===== config.mk =====
export PLATFORM = sky130hd
export DESIGN_NAME = asc_sequencer_ctrl
export DESIGN_NICKNAME = d
export VERILOG_FILES = /design/src/asc_pkg.sv /design/src/asc_result_fifo.sv /design/src/asc_sequencer_ctrl.sv
export SDC_FILE = /design/constraint.sdc
export NUM_CORES = 1
export LEC_CHECK = 0
export BUFFER_PORTS_ARGS = -buffer_cell sky130_fd_sc_hd__buf_2
export CAP_MARGIN = 10
export CORE_ASPECT_RATIO = 0.5
export CORE_UTILIZATION = 40
export CTS_CLUSTER_DIAMETER = 50
export DETAILED_ROUTE_END_ITERATION = 8
export PLACE_DENSITY = 0.6
export SLEW_MARGIN = 20
export SYNTH_ARGS = -nofsm -noshare
export SYNTH_HDL_FRONTEND = slang
export SYNTH_HIERARCHICAL = 1
export SYNTH_SLANG_ARGS = --single-unit

===== constraint.sdc =====
create_clock -name CLK -period 10.7 [get_ports CLK]
set_input_delay 1.07 -clock CLK [delete_from_list [all_inputs] [get_ports CLK]]
set_output_delay 1.07 -clock CLK [all_outputs]
set_load 0.01 [all_outputs]

===== src/asc_pkg.sv =====
// Shared constants for the sequencer control block.
package asc_pkg;

  // ----------------------------------------
  // Sizes
  // ----------------------------------------
  localparam int NSEQ = 4;
  localparam int RES_W = 10;
  localparam int DATA_W = 32;
  localparam int ADDR_W = 12;
  localparam int PTR_W = 3;
  localparam int CNT_W = 4;

  // ----------------------------------------
  // Register byte offsets
  // ----------------------------------------
  localparam logic [11:0] OFS_ACTIVATION = 12'h000;
  localparam logic [11:0] OFS_RAW_IRQ = 12'h004;
  localparam logic [11:0] OFS_IRQ_MASK = 12'h008;
  localparam logic [11:0] OFS_MASKED_CLR = 12'h00C;
  localparam logic [11:0] OFS_OVERFLOW = 12'h010;
  localparam logic [11:0] OFS_TRIG_SEL = 12'h014;
  localparam logic [11:0] OFS_UNDERFLOW = 12'h018;
  localparam logic [11:0] OFS_PRIORITY = 12'h020;
  localparam logic [11:0] OFS_INITIATE = 12'h028;
  localparam logic [11:0] OFS_AVERAGING = 12'h030;
  localparam logic [11:0] OFS_SEQ_BASE = 12'h040;
  localparam logic [11:0] OFS_SEQ_END = 12'h0C0;
  localparam logic [11:0] OFS_LOOPBACK = 12'h100;
  // Offsets inside one sequencer's 0x20-byte window.
  localparam logic [4:0] REL_INPUT_SEL = 5'h00;
  localparam logic [4:0] REL_STEP_CTL = 5'h04;
  localparam logic [4:0] REL_FIFO_PORT = 5'h08;
  localparam logic [4:0] REL_FIFO_STAT = 5'h0C;

  // ----------------------------------------
  // Fields and reset values
  // ----------------------------------------
  localparam int CTL_DIFF = 0;
  localparam int CTL_END = 1;
  localparam int CTL_IE = 2;
  localparam int CTL_TEMP = 3;
  localparam int STAT_TAIL_LSB = 0;
  localparam int STAT_HEAD_LSB = 4;
  localparam int STAT_EMPTY = 8;
  localparam int STAT_FULL = 12;
  localparam logic [15:0] PRIORITY_RESET = 16'h3210;
  localparam logic [31:0] CTL_SEQ3_RESET = 32'h00000002;
  localparam logic [3:0] TRIG_PROCESSOR = 4'h0;
  localparam logic [3:0] TRIG_ALWAYS = 4'hF;
  localparam int N_PERIPH = 4;
  localparam logic [2:0] AVG_MAX_LOG = 3'h6;

  // ----------------------------------------
  // Converter clock divider
  // ----------------------------------------
  localparam longint CLK_HZ = 100_000_000;
  localparam longint CONV_TARGET_HZ = 16_667_000;
  localparam int CONV_DIV = int'((CLK_HZ + CONV_TARGET_HZ / 2) / CONV_TARGET_HZ);
  localparam logic [3:0] CONV_HALF = 4'(CONV_DIV / 2);

  // Steps and FIFO depth per sequencer (the two are equal).
  function automatic logic [3:0] asc_depth(input int k);
    asc_depth = (k == 0) ? 4'h8 : ((k == 3) ? 4'h1 : 4'h4);
  endfunction

  typedef enum logic [1:0] {ST_IDLE, ST_START, ST_WAIT} asc_state_t;

endpackage


===== src/asc_result_fifo.sv =====
// Circular buffer for one sequencer's results.
`timescale 1ns/1ps
module asc_result_fifo
  import asc_pkg::*;
#(
  parameter logic [3:0] DEPTH = 4'h8
)
(
  input wire logic clk,
  input wire logic rst_n,
  input wire logic push,
  input wire logic [RES_W-1:0] push_data,
  input wire logic pop,
  output logic [RES_W-1:0] head_data,
  output logic [PTR_W-1:0] head,
  output logic [PTR_W-1:0] tail,
  output logic full,
  output logic empty
);

  logic [RES_W-1:0] mem [0:7];
  logic [CNT_W-1:0] count;
  logic do_push;
  logic do_pop;

  // A push into a full buffer and a pop of an empty one are dropped.
  assign do_push = push && !full;
  assign do_pop = pop && !empty;
  assign full = (count == DEPTH);
  assign empty = (count == 4'h0);
  assign head_data = mem[head];

  function automatic logic [PTR_W-1:0] wrap(input logic [PTR_W-1:0] p);
    wrap = (4'({1'b0, p}) == DEPTH - 4'h1) ? 3'h0 : p + 3'h1;
  endfunction

  // Storage has no reset; only entries under the pointers are read.
  always_ff @(posedge clk)
  begin
    if (do_push)
    begin
      mem[tail] <= push_data;
    end
  end

  // Pointers walk round the ring; the count tells full from empty.
  always_ff @(posedge clk or negedge rst_n)
  begin
    if (!rst_n)
    begin
      head <= 3'h0;
      tail <= 3'h0;
      count <= 4'h0;
    end
    else
    begin
      if (do_push)
      begin
        tail <= wrap(tail);
      end
      if (do_pop)
      begin
        head <= wrap(head);
      end
      count <= count + 4'(do_push) - 4'(do_pop);
    end
  end

endmodule


===== src/asc_sequencer_ctrl.sv =====
// Sample sequencer control block with its APB registers.
`timescale 1ns/1ps

// Notes on behaviour
// RULE_01: Four sequencers with 8, 4, 4 and 1 steps and equal FIFO depths.
// RULE_02: Each FIFO word is 32 bits, result in the low ten bits.
// RULE_03: A step is an input-select nibble plus a control nibble.
// RULE_04: A sequencer runs only while its enable bit is set.
// RULE_05: A step with interrupt enable raises the raw interrupt when done.
// RULE_06: The sequence ends after the step marked end; later steps skipped.
// RULE_07: Reading the FIFO port returns and removes the oldest entry.
// RULE_08: Head, tail, full, empty readable; overflow and underflow flagged separately.
// RULE_09: Converter clock divided automatically to about 16.667 MHz.
// RULE_10: Raw interrupts always visible; only masked ones leave the block.
// RULE_11: Writing one to a masked status bit clears it; zero does nothing.
// RULE_12: Pending triggers served by priority value, zero highest.
// RULE_13: Software gives each enabled sequencer a distinct priority.
// RULE_14: Each sequencer selects processor, always or peripheral trigger.
// RULE_15: Initiate register bit starts a processor-triggered sequencer.
// RULE_16: Software should not give an always-triggered sequencer high priority.
// RULE_17: Averaging accumulates up to 64 conversions per FIFO entry.
// RULE_18: Averaging off after reset and shared by all channels.
// RULE_19: Single-ended codes run from 0x000 to 0x3FF.
// RULE_20: Differential pair k uses input 2k positive, 2k+1 negative.
// RULE_21: Differential zero difference gives 0x1FF, full range 0 to 0x3FF.
// RULE_22: Loopback test mode runs sequencers without the analog core.
// RULE_23: Full-FIFO result sets overflow, empty read sets underflow; write one clears.
module asc_sequencer_ctrl
  import asc_pkg::*;
(
  input wire logic CLK,
  input wire logic RST_N,
  input wire logic PSEL,
  input wire logic PENABLE,
  input wire logic PWRITE,
  input wire logic [ADDR_W-1:0] PADDR,
  input wire logic [DATA_W-1:0] PWDATA,
  output logic [DATA_W-1:0] PRDATA,
  output logic PREADY,
  output logic PSLVERR,
  input wire logic [N_PERIPH-1:0] PERIPH_TRIG,
  output logic CONV_CLK,
  output logic CONV_START,
  output logic [2:0] CONV_POS,
  output logic [2:0] CONV_NEG,
  output logic CONV_DIFF,
  output logic CONV_TEMP,
  input wire logic CONV_DONE,
  input wire logic [RES_W-1:0] CONV_DATA,
  output logic [NSEQ-1:0] SEQ_IRQ
);

  // Software-visible state.
  logic [NSEQ-1:0] enable;
  logic [NSEQ-1:0] raw_irq;
  logic [NSEQ-1:0] irq_mask;
  logic [NSEQ-1:0] overflow;
  logic [NSEQ-1:0] underflow;
  logic [15:0] trig_sel;
  logic [15:0] priority_val;
  logic [2:0] avg_log;
  logic loopback;
  logic [31:0] input_sel [0:NSEQ-1];
  logic [31:0] step_ctl [0:NSEQ-1];

  // Sequencing state.
  asc_state_t state;
  logic [NSEQ-1:0] pending;
  logic [1:0] cur_seq;
  logic [2:0] cur_step;
  logic [5:0] avg_cnt;
  logic [15:0] acc;
  logic [3:0] div_cnt;

  // Bus decode.
  logic wr_en;
  logic rd_acc;
  logic in_seq_win;
  logic [11:0] rel_addr;
  logic [1:0] win_seq;
  logic [4:0] win_reg;
  logic mapped;

  // FIFO wiring.
  logic [NSEQ-1:0] fifo_push;
  logic [NSEQ-1:0] fifo_pop;
  logic [NSEQ-1:0] fifo_full;
  logic [NSEQ-1:0] fifo_empty;
  logic [RES_W-1:0] fifo_head_data [0:NSEQ-1];
  logic [PTR_W-1:0] fifo_head [0:NSEQ-1];
  logic [PTR_W-1:0] fifo_tail [0:NSEQ-1];

  // Step decode and arbitration.
  logic [3:0] cur_sel;
  logic [3:0] cur_ctl;
  logic step_done;
  logic [RES_W-1:0] step_data;
  logic last_sample;
  logic [15:0] next_acc;
  logic [NSEQ-1:0] trig_fire;
  logic [NSEQ-1:0] eligible;
  logic grant_any;
  logic [1:0] grant_seq;
  logic [NSEQ-1:0] irq_set;

  function automatic logic [3:0] nibble(input logic [31:0] word, input logic [2:0] idx);
    nibble = word[{idx, 2'b00} +: 4];
  endfunction

  // ----------------------------------------
  // APB decode
  // ----------------------------------------
  // Zero-wait slave: read data is ready before the access phase.
  assign PREADY = 1'b1;
  assign wr_en = PSEL && PENABLE && PWRITE;
  assign rd_acc = PSEL && PENABLE && !PWRITE;
  assign in_seq_win = (PADDR >= OFS_SEQ_BASE) && (PADDR < OFS_SEQ_END);
  assign rel_addr = PADDR - OFS_SEQ_BASE;
  assign win_seq = rel_addr[6:5];
  assign win_reg = rel_addr[4:0];

  always_comb
  begin
    case (PADDR)
      OFS_ACTIVATION, OFS_RAW_IRQ, OFS_IRQ_MASK, OFS_MASKED_CLR, OFS_OVERFLOW,
      OFS_TRIG_SEL, OFS_UNDERFLOW, OFS_PRIORITY, OFS_INITIATE, OFS_AVERAGING,
      OFS_LOOPBACK: mapped = 1'b1;
      default: mapped = in_seq_win && (win_reg == REL_INPUT_SEL || win_reg == REL_STEP_CTL ||
                                       win_reg == REL_FIFO_PORT || win_reg == REL_FIFO_STAT);
    endcase
  end

  // Unmapped addresses answer with an error and have no effect.
  assign PSLVERR = PSEL && PENABLE && !mapped;

  // Read data is loaded in the setup cycle.
  always_ff @(posedge CLK or negedge RST_N)
  begin
    if (!RST_N)
    begin
      PRDATA <= 32'h00000000;
    end
    else if (PSEL && !PENABLE && !PWRITE)
    begin
      PRDATA <= 32'h00000000;
      case (PADDR)
        OFS_ACTIVATION: PRDATA <= {28'h0, enable};
        OFS_RAW_IRQ: PRDATA <= {28'h0, raw_irq}; // RULE_10
        OFS_IRQ_MASK: PRDATA <= {28'h0, irq_mask};
        OFS_MASKED_CLR: PRDATA <= {28'h0, raw_irq & irq_mask}; // RULE_10
        OFS_OVERFLOW: PRDATA <= {28'h0, overflow}; // RULE_08
        OFS_TRIG_SEL: PRDATA <= {16'h0, trig_sel};
        OFS_UNDERFLOW: PRDATA <= {28'h0, underflow}; // RULE_08
        OFS_PRIORITY: PRDATA <= {16'h0, priority_val};
        OFS_AVERAGING: PRDATA <= {29'h0, avg_log};
        OFS_LOOPBACK: PRDATA <= {31'h0, loopback};
        default:
        begin
          if (in_seq_win)
          begin
            case (win_reg)
              REL_INPUT_SEL: PRDATA <= input_sel[win_seq];
              REL_STEP_CTL: PRDATA <= step_ctl[win_seq];
              REL_FIFO_PORT: PRDATA <= {22'h0, fifo_head_data[win_seq]}; // RULE_02 RULE_07
              REL_FIFO_STAT: PRDATA <= 32'(fifo_head[win_seq]) << STAT_HEAD_LSB
                | 32'(fifo_tail[win_seq]) << STAT_TAIL_LSB
                | 32'(fifo_empty[win_seq]) << STAT_EMPTY
                | 32'(fifo_full[win_seq]) << STAT_FULL; // RULE_08
              default: PRDATA <= 32'h00000000;
            endcase
          end
        end
      endcase
    end
  end

  // ----------------------------------------
  // Configuration registers
  // ----------------------------------------
  // Plain read/write registers.
  always_ff @(posedge CLK or negedge RST_N)
  begin
    if (!RST_N)
    begin
      enable <= 4'h0;
      irq_mask <= 4'h0;
      trig_sel <= 16'h0000;
      priority_val <= PRIORITY_RESET;
      avg_log <= 3'h0; // RULE_18
      loopback <= 1'b0;
    end
    else if (wr_en)
    begin
      case (PADDR)
        OFS_ACTIVATION: enable <= PWDATA[3:0]; // RULE_04
        OFS_IRQ_MASK: irq_mask <= PWDATA[3:0];
        OFS_TRIG_SEL: trig_sel <= PWDATA[15:0]; // RULE_14
        OFS_PRIORITY: priority_val <= PWDATA[15:0] & 16'h3333; // RULE_12
        OFS_AVERAGING: avg_log <= (PWDATA[2:0] > AVG_MAX_LOG) ? AVG_MAX_LOG : PWDATA[2:0]; // RULE_17
        OFS_LOOPBACK: loopback <= PWDATA[0]; // RULE_22
        default: ;
      endcase
    end
  end

  // Step tables; sequencer three resets to one step marked last.
  always_ff @(posedge CLK or negedge RST_N)
  begin
    if (!RST_N)
    begin
      for (int k = 0; k < NSEQ; k++)
      begin
        input_sel[k] <= 32'h00000000;
        step_ctl[k] <= (k == 3) ? CTL_SEQ3_RESET : 32'h00000000;
      end
    end
    else if (wr_en && in_seq_win)
    begin
      for (int k = 0; k < NSEQ; k++)
      begin
        // Nibbles past the step count stay zero.
        if (win_seq == 2'(k) && win_reg == REL_INPUT_SEL)
        begin
          input_sel[k] <= PWDATA & (32'hFFFFFFFF >> (32 - 4 * int'(asc_depth(k)))); // RULE_01 RULE_03
        end
        if (win_seq == 2'(k) && win_reg == REL_STEP_CTL)
        begin
          step_ctl[k] <= PWDATA & (32'hFFFFFFFF >> (32 - 4 * int'(asc_depth(k)))); // RULE_03
        end
      end
    end
  end

  // ----------------------------------------
  // Status flags
  // ----------------------------------------
  // A hardware set beats a same-cycle clear.
  always_ff @(posedge CLK or negedge RST_N)
  begin
    if (!RST_N)
    begin
      raw_irq <= 4'h0;
      overflow <= 4'h0;
      underflow <= 4'h0;
    end
    else
    begin
      raw_irq <= (raw_irq & ~((wr_en && PADDR == OFS_MASKED_CLR) ? PWDATA[3:0] : 4'h0)) | irq_set; // RULE_11
      overflow <= (overflow & ~((wr_en && PADDR == OFS_OVERFLOW) ? PWDATA[3:0] : 4'h0))
        | (fifo_push & fifo_full); // RULE_23
      underflow <= (underflow & ~((wr_en && PADDR == OFS_UNDERFLOW) ? PWDATA[3:0] : 4'h0))
        | (fifo_pop & fifo_empty); // RULE_23
    end
  end

  // Masked interrupts leave the block.
  assign SEQ_IRQ = raw_irq & irq_mask; // RULE_10

  // ----------------------------------------
  // Triggers and arbitration
  // ----------------------------------------
  // Per-sequencer trigger selection.
  always_comb
  begin
    for (int k = 0; k < NSEQ; k++)
    begin
      case (trig_sel[4 * k +: 4])
        TRIG_PROCESSOR: trig_fire[k] = wr_en && PADDR == OFS_INITIATE && PWDATA[k]; // RULE_15
        TRIG_ALWAYS: trig_fire[k] = 1'b1; // RULE_14
        4'h1, 4'h2, 4'h3, 4'h4: trig_fire[k] = PERIPH_TRIG[trig_sel[4 * k +: 2] - 2'h1]; // RULE_14
        default: trig_fire[k] = 1'b0;
      endcase
    end
  end

  // A trigger is remembered until its sequencer starts; disabling drops it.
  always_ff @(posedge CLK or negedge RST_N)
  begin
    if (!RST_N)
    begin
      pending <= 4'h0;
    end
    else
    begin
      for (int k = 0; k < NSEQ; k++)
      begin
        if (!enable[k])
        begin
          pending[k] <= 1'b0; // RULE_04
        end
        else if (trig_fire[k])
        begin
          pending[k] <= 1'b1;
        end
        else if (state == ST_IDLE && grant_any && grant_seq == 2'(k))
        begin
          pending[k] <= 1'b0;
        end
      end
    end
  end

  // Lowest priority value wins; a tie goes to the lower index.
  always_comb
  begin
    eligible = pending & enable;
    grant_any = 1'b0;
    grant_seq = 2'h0;
    for (int p = 3; p >= 0; p--)
    begin
      for (int k = NSEQ - 1; k >= 0; k--)
      begin
        if (eligible[k] && priority_val[4 * k +: 2] == 2'(p))
        begin
          grant_any = 1'b1; // RULE_12
          grant_seq = 2'(k);
        end
      end
    end
  end

  // ----------------------------------------
  // Step execution
  // ----------------------------------------
  assign cur_sel = nibble(input_sel[cur_seq], cur_step);
  assign cur_ctl = nibble(step_ctl[cur_seq], cur_step);
  // Loopback answers at once with a code built from the step.
  assign step_done = (state == ST_WAIT) && (loopback || CONV_DONE); // RULE_22
  assign step_data = loopback ? {cur_seq, cur_step, cur_sel, cur_ctl[CTL_DIFF]} : CONV_DATA; // RULE_19 RULE_21
  assign last_sample = (avg_cnt == 6'((7'h1 << avg_log) - 7'h1)); // RULE_17
  assign next_acc = acc + 16'(step_data);

  // The running sequencer feeds its FIFO; the bus pops on a read of the port.
  always_comb
  begin
    for (int k = 0; k < NSEQ; k++)
    begin
      fifo_push[k] = step_done && last_sample && cur_seq == 2'(k);
      fifo_pop[k] = rd_acc && in_seq_win && win_seq == 2'(k) && win_reg == REL_FIFO_PORT; // RULE_07
      irq_set[k] = fifo_push[k] && cur_ctl[CTL_IE]; // RULE_05
    end
  end

  // One conversion at a time.
  always_ff @(posedge CLK or negedge RST_N)
  begin
    if (!RST_N)
    begin
      state <= ST_IDLE;
      cur_seq <= 2'h0;
      cur_step <= 3'h0;
      avg_cnt <= 6'h0;
      acc <= 16'h0000;
    end
    else
    begin
      case (state)
        ST_IDLE:
        begin
          if (grant_any)
          begin
            cur_seq <= grant_seq;
            cur_step <= 3'h0;
            avg_cnt <= 6'h0;
            acc <= 16'h0000;
            state <= ST_START;
          end
        end
        ST_START:
        begin
          state <= enable[cur_seq] ? ST_WAIT : ST_IDLE; // RULE_04
        end
        ST_WAIT:
        begin
          if (!enable[cur_seq])
          begin
            state <= ST_IDLE; // RULE_04
          end
          else if (step_done && !last_sample)
          begin
            acc <= next_acc; // RULE_17
            avg_cnt <= avg_cnt + 6'h1;
            state <= ST_START;
          end
          else if (step_done)
          begin
            acc <= 16'h0000;
            avg_cnt <= 6'h0;
            if (cur_ctl[CTL_END] || 4'({1'b0, cur_step}) == asc_depth(int'(cur_seq)) - 4'h1)
            begin
              state <= ST_IDLE; // RULE_06
            end
            else
            begin
              cur_step <= cur_step + 3'h1;
              state <= ST_START;
            end
          end
        end
        default: state <= ST_IDLE;
      endcase
    end
  end

  // Converter command outputs; no start pulse in loopback.
  always_ff @(posedge CLK or negedge RST_N)
  begin
    if (!RST_N)
    begin
      CONV_START <= 1'b0;
      CONV_POS <= 3'h0;
      CONV_NEG <= 3'h0;
      CONV_DIFF <= 1'b0;
      CONV_TEMP <= 1'b0;
    end
    else
    begin
      CONV_START <= (state == ST_START) && enable[cur_seq] && !loopback;
      CONV_DIFF <= cur_ctl[CTL_DIFF];
      CONV_TEMP <= cur_ctl[CTL_TEMP];
      if (cur_ctl[CTL_DIFF])
      begin
        CONV_POS <= {cur_sel[1:0], 1'b0}; // RULE_20
        CONV_NEG <= {cur_sel[1:0], 1'b1}; // RULE_20
      end
      else
      begin
        CONV_POS <= cur_sel[2:0];
        CONV_NEG <= 3'h0;
      end
    end
  end

  // Converter clock; the ratio is fixed at build time.
  always_ff @(posedge CLK or negedge RST_N)
  begin
    if (!RST_N)
    begin
      div_cnt <= 4'h0;
      CONV_CLK <= 1'b0;
    end
    else if (div_cnt == CONV_HALF - 4'h1)
    begin
      div_cnt <= 4'h0;
      CONV_CLK <= ~CONV_CLK; // RULE_09
    end
    else
    begin
      div_cnt <= div_cnt + 4'h1;
    end
  end

  // ----------------------------------------
  // Result FIFOs
  // ----------------------------------------
  // Average is the sum shifted down by the exponent.
  for (genvar k = 0; k < NSEQ; k++)
  begin : g_fifo
    asc_result_fifo #(
      .DEPTH(asc_depth(k))
    ) u_fifo (
      .clk(CLK),
      .rst_n(RST_N),
      .push(fifo_push[k]),
      .push_data(10'(next_acc >> avg_log)), // RULE_17
      .pop(fifo_pop[k]),
      .head_data(fifo_head_data[k]),
      .head(fifo_head[k]),
      .tail(fifo_tail[k]),
      .full(fifo_full[k]),
      .empty(fifo_empty[k])
    ); // RULE_01
  end

endmodule


# == After elaboration in Yosys (flattened, before gate mapping) ==
# Memory sizes are Yosys's and may differ from the RTL's.
# Index checks and enable logic that the tools add are counted.
# W data, S select, Z words.
# totals
latchBits,0
mem_bits_ro,0
in_bits,64
ramBits,320
output_inout_bits,48
mem_count,4
wordCells,467
ff_bits,303
# op_classes
muxes,136
eq_ne,81
n_reduce_logical,139
order_cmp,11
add_sub_neg,27
mul,0
bitwise_logic,19
div_mod_pow,0
n_shift,4
# memory_table
memory,depth,width,read_ports,rd_ports_with_merged_regs,write_ports,line,text
g_fifo[0].u_fifo.mem,8,10,1,0,1,asc_result_fifo.sv:21,logic [RES_W-1:0] mem [0:7];
g_fifo[1].u_fifo.mem,8,10,1,0,1,asc_result_fifo.sv:21,
g_fifo[2].u_fifo.mem,8,10,1,0,1,asc_result_fifo.sv:21,
g_fifo[3].u_fifo.mem,8,10,1,0,1,asc_result_fifo.sv:21,
# op_table
operator,n
$pmux W32 S10,1
$mux W32,9
$bmux W32 S2,4
$pmux W32 S4,1
$logic_and A1 B1 Y1,76
$mux W16,4
$shiftx A32 B6 Y4,2
$mux W3,21
$mux W1,45
$mux W2,21
$eq A12 B5 Y1 const B,3
$eq A12 B6 Y1 const B,3
$eq A4 B2 Y1 const B,9
$logic_not A4 Y1,8
$pmux W16 S2,1
$reduce_and A2 Y1,16
$eq A2 B2 Y1 const B,15
$mux W10,3
$and A4 B4 Y4,7
$add A3 B1 Y3 const B,9
$eq A12 B4 Y1 const B,2
$eq A4 B3 Y1 const B,6
$mux W6,4
$bmux W10 S2,1
other kinds (57),146

# == Depth between registers and ports, before layout ==
# logic_depth
ltp_word,23
depth_mapped,19
ltp_nobuf,17

# == Cells and area by module ==
# The synthesis kept the hierarchy.
# by_module_without_submodules
module,seq_area_each_um2,n_inst,cells_each,area_per_inst_um2
asc_sequencer_ctrl,6562.5,1,1471,15760.1
asc_result_fifo (g_fifo[3].u_fifo),2652.5,1,184,3719.8
asc_result_fifo (g_fifo[0].u_fifo),2652.5,1,175,3704.8
asc_result_fifo (g_fifo[2].u_fifo),2652.5,1,199,3627.2
asc_result_fifo (g_fifo[1].u_fifo),2652.5,1,197,3622.2

# == Worst setup path before layout ==
# No wires, ideal clock.
# synth_timing
path_type,register -> register
startpoint,reg cur_seq[0]
endpoint,mem g_fifo[0].u_fifo.mem[0][6] (data pin)
synth_period_minus_slack_ns,5.618
path_buffers,4
setup_ns,0.385
slack_ns,5.082
arrival_ns,5.233
stages_incl_launch_ff,18
required_time_ns,10.315
cell_sequence,dfrtp_1 > buf_2 > buf_4 > buf_4 > mux2i_1 > o21ai_0 > mux4_2 > a22oi_1 > a21oi_1 > ha_1 > and3_1 > a2111oi_4 > a21oi_2 > or2_2 > buf_2 > xnor2_1 > mux4_2 > mux2i_1
# synth_via
elab_chain_len,8
elab_cells_between_ends,12
cone_classes,add/sub (1); shift (3); mux (7); bitwise (1)
# synth_lines
item,line,text
start: declaration,asc_sequencer_ctrl.sv:69,logic [1:0] cur_seq;
start signal: assignment,asc_sequencer_ctrl.sv:362,cur_seq <= grant_seq;
$not A2 Y3 (not written as such),"asc_sequencer_ctrl.sv:325, asc_sequencer_ctrl.sv:326",
$bmux W32 S2 (on tied branches),"asc_sequencer_ctrl.sv:326, asc_sequencer_ctrl.sv:325",
$mux W32 (on tied branches) (2 in series),"asc_sequencer_ctrl.sv:326, asc_sequencer_ctrl.sv:325",
$shiftx A32 B6 Y4,asc_sequencer_ctrl.sv:107,"nibble = word[{idx, 2'b00} +: 4];"
$mux W10 (*),asc_sequencer_ctrl.sv:329,"assign step_data = loopback ? {cur_seq, cur_step, cur_sel, cur_ctl[CTL_DIFF]} : CONV_DATA;"
$add A16 B10 Y16 (*),asc_sequencer_ctrl.sv:331,assign next_acc = acc + 16'(step_data);
$shr A16 B3 Y10 (*),asc_sequencer_ctrl.sv:465,".push_data(10'(next_acc >> avg_log)),"
end: declaration,asc_result_fifo.sv:21,
# Mark *: on every way between the ends. The rest lies on a longest branch, timed or not. The select of a mux whose other input is x is not followed.

# == Worst setup path in the final report ==
# layout_timing
startpoint,reg cur_seq[0]
endpoint,mem g_fifo[1].u_fifo.mem[6][6] (data pin)
# layout_via
elab_chain_len,8
elab_cells_between_ends,12
cone_classes,add/sub (1); shift (3); mux (7); bitwise (1)
# layout_lines
item,line
$not A2 Y3 (not written as such),"asc_sequencer_ctrl.sv:325, asc_sequencer_ctrl.sv:326"
$bmux W32 S2 (on tied branches),"asc_sequencer_ctrl.sv:326, asc_sequencer_ctrl.sv:325"
$mux W32 (on tied branches) (2 in series),"asc_sequencer_ctrl.sv:326, asc_sequencer_ctrl.sv:325"
$shiftx A32 B6 Y4,asc_sequencer_ctrl.sv:107
$mux W10 (*),asc_sequencer_ctrl.sv:329
$add A16 B10 Y16 (*),asc_sequencer_ctrl.sv:331
$shr A16 B3 Y10 (*),asc_sequencer_ctrl.sv:465
end: declaration,asc_result_fifo.sv:21
# Marked as above.

==> run metrics <==
gr usage total=a little over a fifth; dominant synthesized flop cell=edfxtp_1; commonest cells in the netlist=320 x edfxtp_1, 297 x dfrtp_1, 226 x nand2_1; DRT antenna net count=0; H-tree depth=2; dpl hpwl=54.4 mm; Yosys reg bits=622; most area-consuming cells after synthesis=edfxtp_1 32%, dfrtp_1 24%, mux2_2 8.3%; drc violations=0; maximum vdd ir drop=0.120 mV; Die Area=a little under 80000 sq um; cell area after synthesis=between 30000 and 40000 sq um; post-layout total power=approximately 0.0051 W; unrepaired setup endpoints after global routing=false; Filler cells=6688; CP Max Fanout=32; Final TNS setup=0 ns; Congestion Overflow GR=0; DR iter-0 viols=~1900; core area=75200 sq um; final number of setup-violating endpoints=0; Hold WC Path Type=in -> async; R2R Setup Slk=between 4 and 5 ns; TritonRoute pass-1 iters=8; CP Launch Type=flip-flop; Die Ht=between 150 and 200 um; top cell type's share of synthesized area=between 30% and 40%; yosys warns=6; CTS tree=built; Clock Sink Count=between 600 and 700; status=complete, no violations; routability cong.=slightly above 0.9; Max Clock Skew=between 0.02 and 0.025 ns; FF-to-FF End=g_fifo[1].u_fifo/mem[6][6]$_DFFE_PP_; via count=between 15000 and 20000; die width=392 um; Area Growth Syn to Fin=13.3%; Mean Syn Cell Area=around 14 sq um; WL/cell=between 20 and 25 um; initial antenna violation count=0; IO Count=112; Pleak=13.6 nW; worst r2r src=cur_seq[0]$_DFFE_PN0P_; asr flop ratio synth=48.6%; final net count=about 2500; DRT Wirelength=between 80 and 90 mm; Starting Density=40.4%; Tmin final=6.07 ns; layout cells sized above 1=a little over a quarter; pwr/cell area=~150 nW/um^2; synthesized net count=2359; clk buf depth=3; register area share after synthesis=56.4%; worst relative slew slack=about 19%; Post CTS Setup Buffer Count=0; clk_lat worst skew=~0.66 ns; post-synth cell types=89; DR vias/cell=about 5.7; final hold vios=0; R2R cell count=16; hold buffers post-CTS=0; worst slew pin tran=1.22 ns; Cell Rows=just over 70; Peak Freq=165 MHz; pin count of the biggest net entering global routing=112; Critical Path RT=~11 ns; Cells after Synth=around 2200; final period utilization=a little under three fifths; CTS clk-pin slew, worst paths=roughly 0.070 ns; Worst EP arrival=around 6.4 ns; critical path class=reg -> reg; Yosys top cell by area=edfxtp_1; Final Max Tran Viols=0; EDFF count, synth=320; PortBufs=110; first-pass GRT wire length=123 mm; CTS buffer count=61; Root Driver=clkbuf_16; most numerous cell in the Yosys netlist=edfxtp_1; endpoint class of the critical path=flip-flop; post_cts resized=0; Inserted Diodes=0; vias in the first global route=19540; max cap viols=0
[kinds of logic (layout without fill, tap and decap cells)]
group	Yosys count	after routing	synth area share [%]
buffers and inverters	200	363	2.89
AO/OA/AOI/OAI	374	374	8.16
flip-flops	622	622	56.4
multiplexers	419	419	20.7
adder cells (fa/ha/maj)	69	69	2.96
AND/OR/NAND/NOR	510	510	8.00
other	1	1	0.0123
XOR/XNOR	31	31	0.892
[state kept, by name (all words and copies together) (netlist names), 6 cells and up]
register / flops
g_fifo.u_fifo/tail: 12
step_ctl: 68
avg_cnt: 6
acc: 16
g_fifo.u_fifo/count: 16
trig_sel: 16
input_sel: 68
PRDATA: 32
g_fifo.u_fifo/head: 12
g_fifo.u_fifo/mem: 320
priority_val: 8
[where the power goes]
| group | switching (W) | internal (W) | leakage [nW] | total, W |
|---|---|---|---|---|
| Sequential | 0.00000590 | 0.00253 | 7.02 | 0.00254 |
| Combinational | 0.000143 | 0.0000650 | 5.56 | 0.000209 |
| Clock | 0.000977 | 0.00136 | 1.06 | 0.00234 |
| Total | 0.00113 | 0.00396 | 13.6 | 0.00508 |
[worst max path at each step]
stage	slack (ns)	depth (start not counted)	from	endpoint
after detailed placement	4.65	16	cur_seq[0]$_DFFE_PN0P_	g_fifo[0].u_fifo/mem[2][6]$_DFFE_PP_
final	4.63	16	cur_seq[0]$_DFFE_PN0P_	g_fifo[1].u_fifo/mem[6][6]$_DFFE_PP_
after global routing	4.25	16	cur_seq[0]$_DFFE_PN0P_	g_fifo[0].u_fifo/mem[1][6]$_DFFE_PP_
after floorplan	5.08	17	cur_seq[0]$_DFFE_PN0P_	g_fifo[0].u_fifo/mem[0][6]$_DFFE_PP_
after global placement	4.73	16	cur_seq[0]$_DFFE_PN0P_	g_fifo[0].u_fifo/mem[2][6]$_DFFE_PP_
after CTS	4.62	16	cur_seq[0]$_DFFE_PN0P_	g_fifo[1].u_fifo/mem[0][6]$_DFFE_PP_
[worst max-delay path: stages (launching register included)]
cell       delay, ns
dfrtp_2         0.57
buf_4           0.50
nor2b_2         0.20
buf_4           0.25
nand2_1         0.07
o21ai_0         0.07
mux4_2          0.54
a22oi_1         0.35
a21oi_1         0.14
ha_1            0.36
and3_1          0.24
a2111oi_4       0.56
a21oi_2         0.14
or2_2           0.38
xnor2_1         0.15
mux4_2          0.51
mux2i_4         0.68
[placed cells by master, fill, tap and decap left out, types with 58 or more instances in the layout]
cell type / n
edfxtp_1: 320
dfrtp_1: 296
nand2_1: 226
mux2_2: 224
buf_2: 109
o21ai_0: 105
mux4_2: 90
nor2_1: 85
inv_1: 80
a21oi_1: 64
ha_1: 64
clkbuf_16: 62
buf_4: 58
[stage by stage]
step	worst slack [ns]	hold slack [ns]	area (sq um)	instances	utilization, %
global placement	4.73	0.455	32300	3297	42.9
global route	4.25	0.495	34500	3411	45.8
floorplan	5.08	0.446	30400	2226	-
finish	4.63	0.429	34500	3411	45.8
CTS	4.62	0.474	34400	3411	45.8
detailed placement	4.65	0.461	32300	3297	42.9
[per-layer routing]
metal	part of all wire, %	vias up	global-route usage [%]
li1	-	8706	-
met1	45	10093	30.5
met2	47	601	33.6
met3	5.7	119	2.55
met4	2.4	0	6.26
met5	0	-	0
[layout make-up]
cell class	count	area, sq um	share of cell area, %
multi-input combinational	1404	12600	36.4
sequential	622	17200	49.8
timing repair buffer	168	996	2.89
tap	1022	1280	3.71
inverter	81	304	0.882
clock buffer	84	1720	5.00
clock inverter	30	454	1.32
Power figures use the tool's default switching activity.
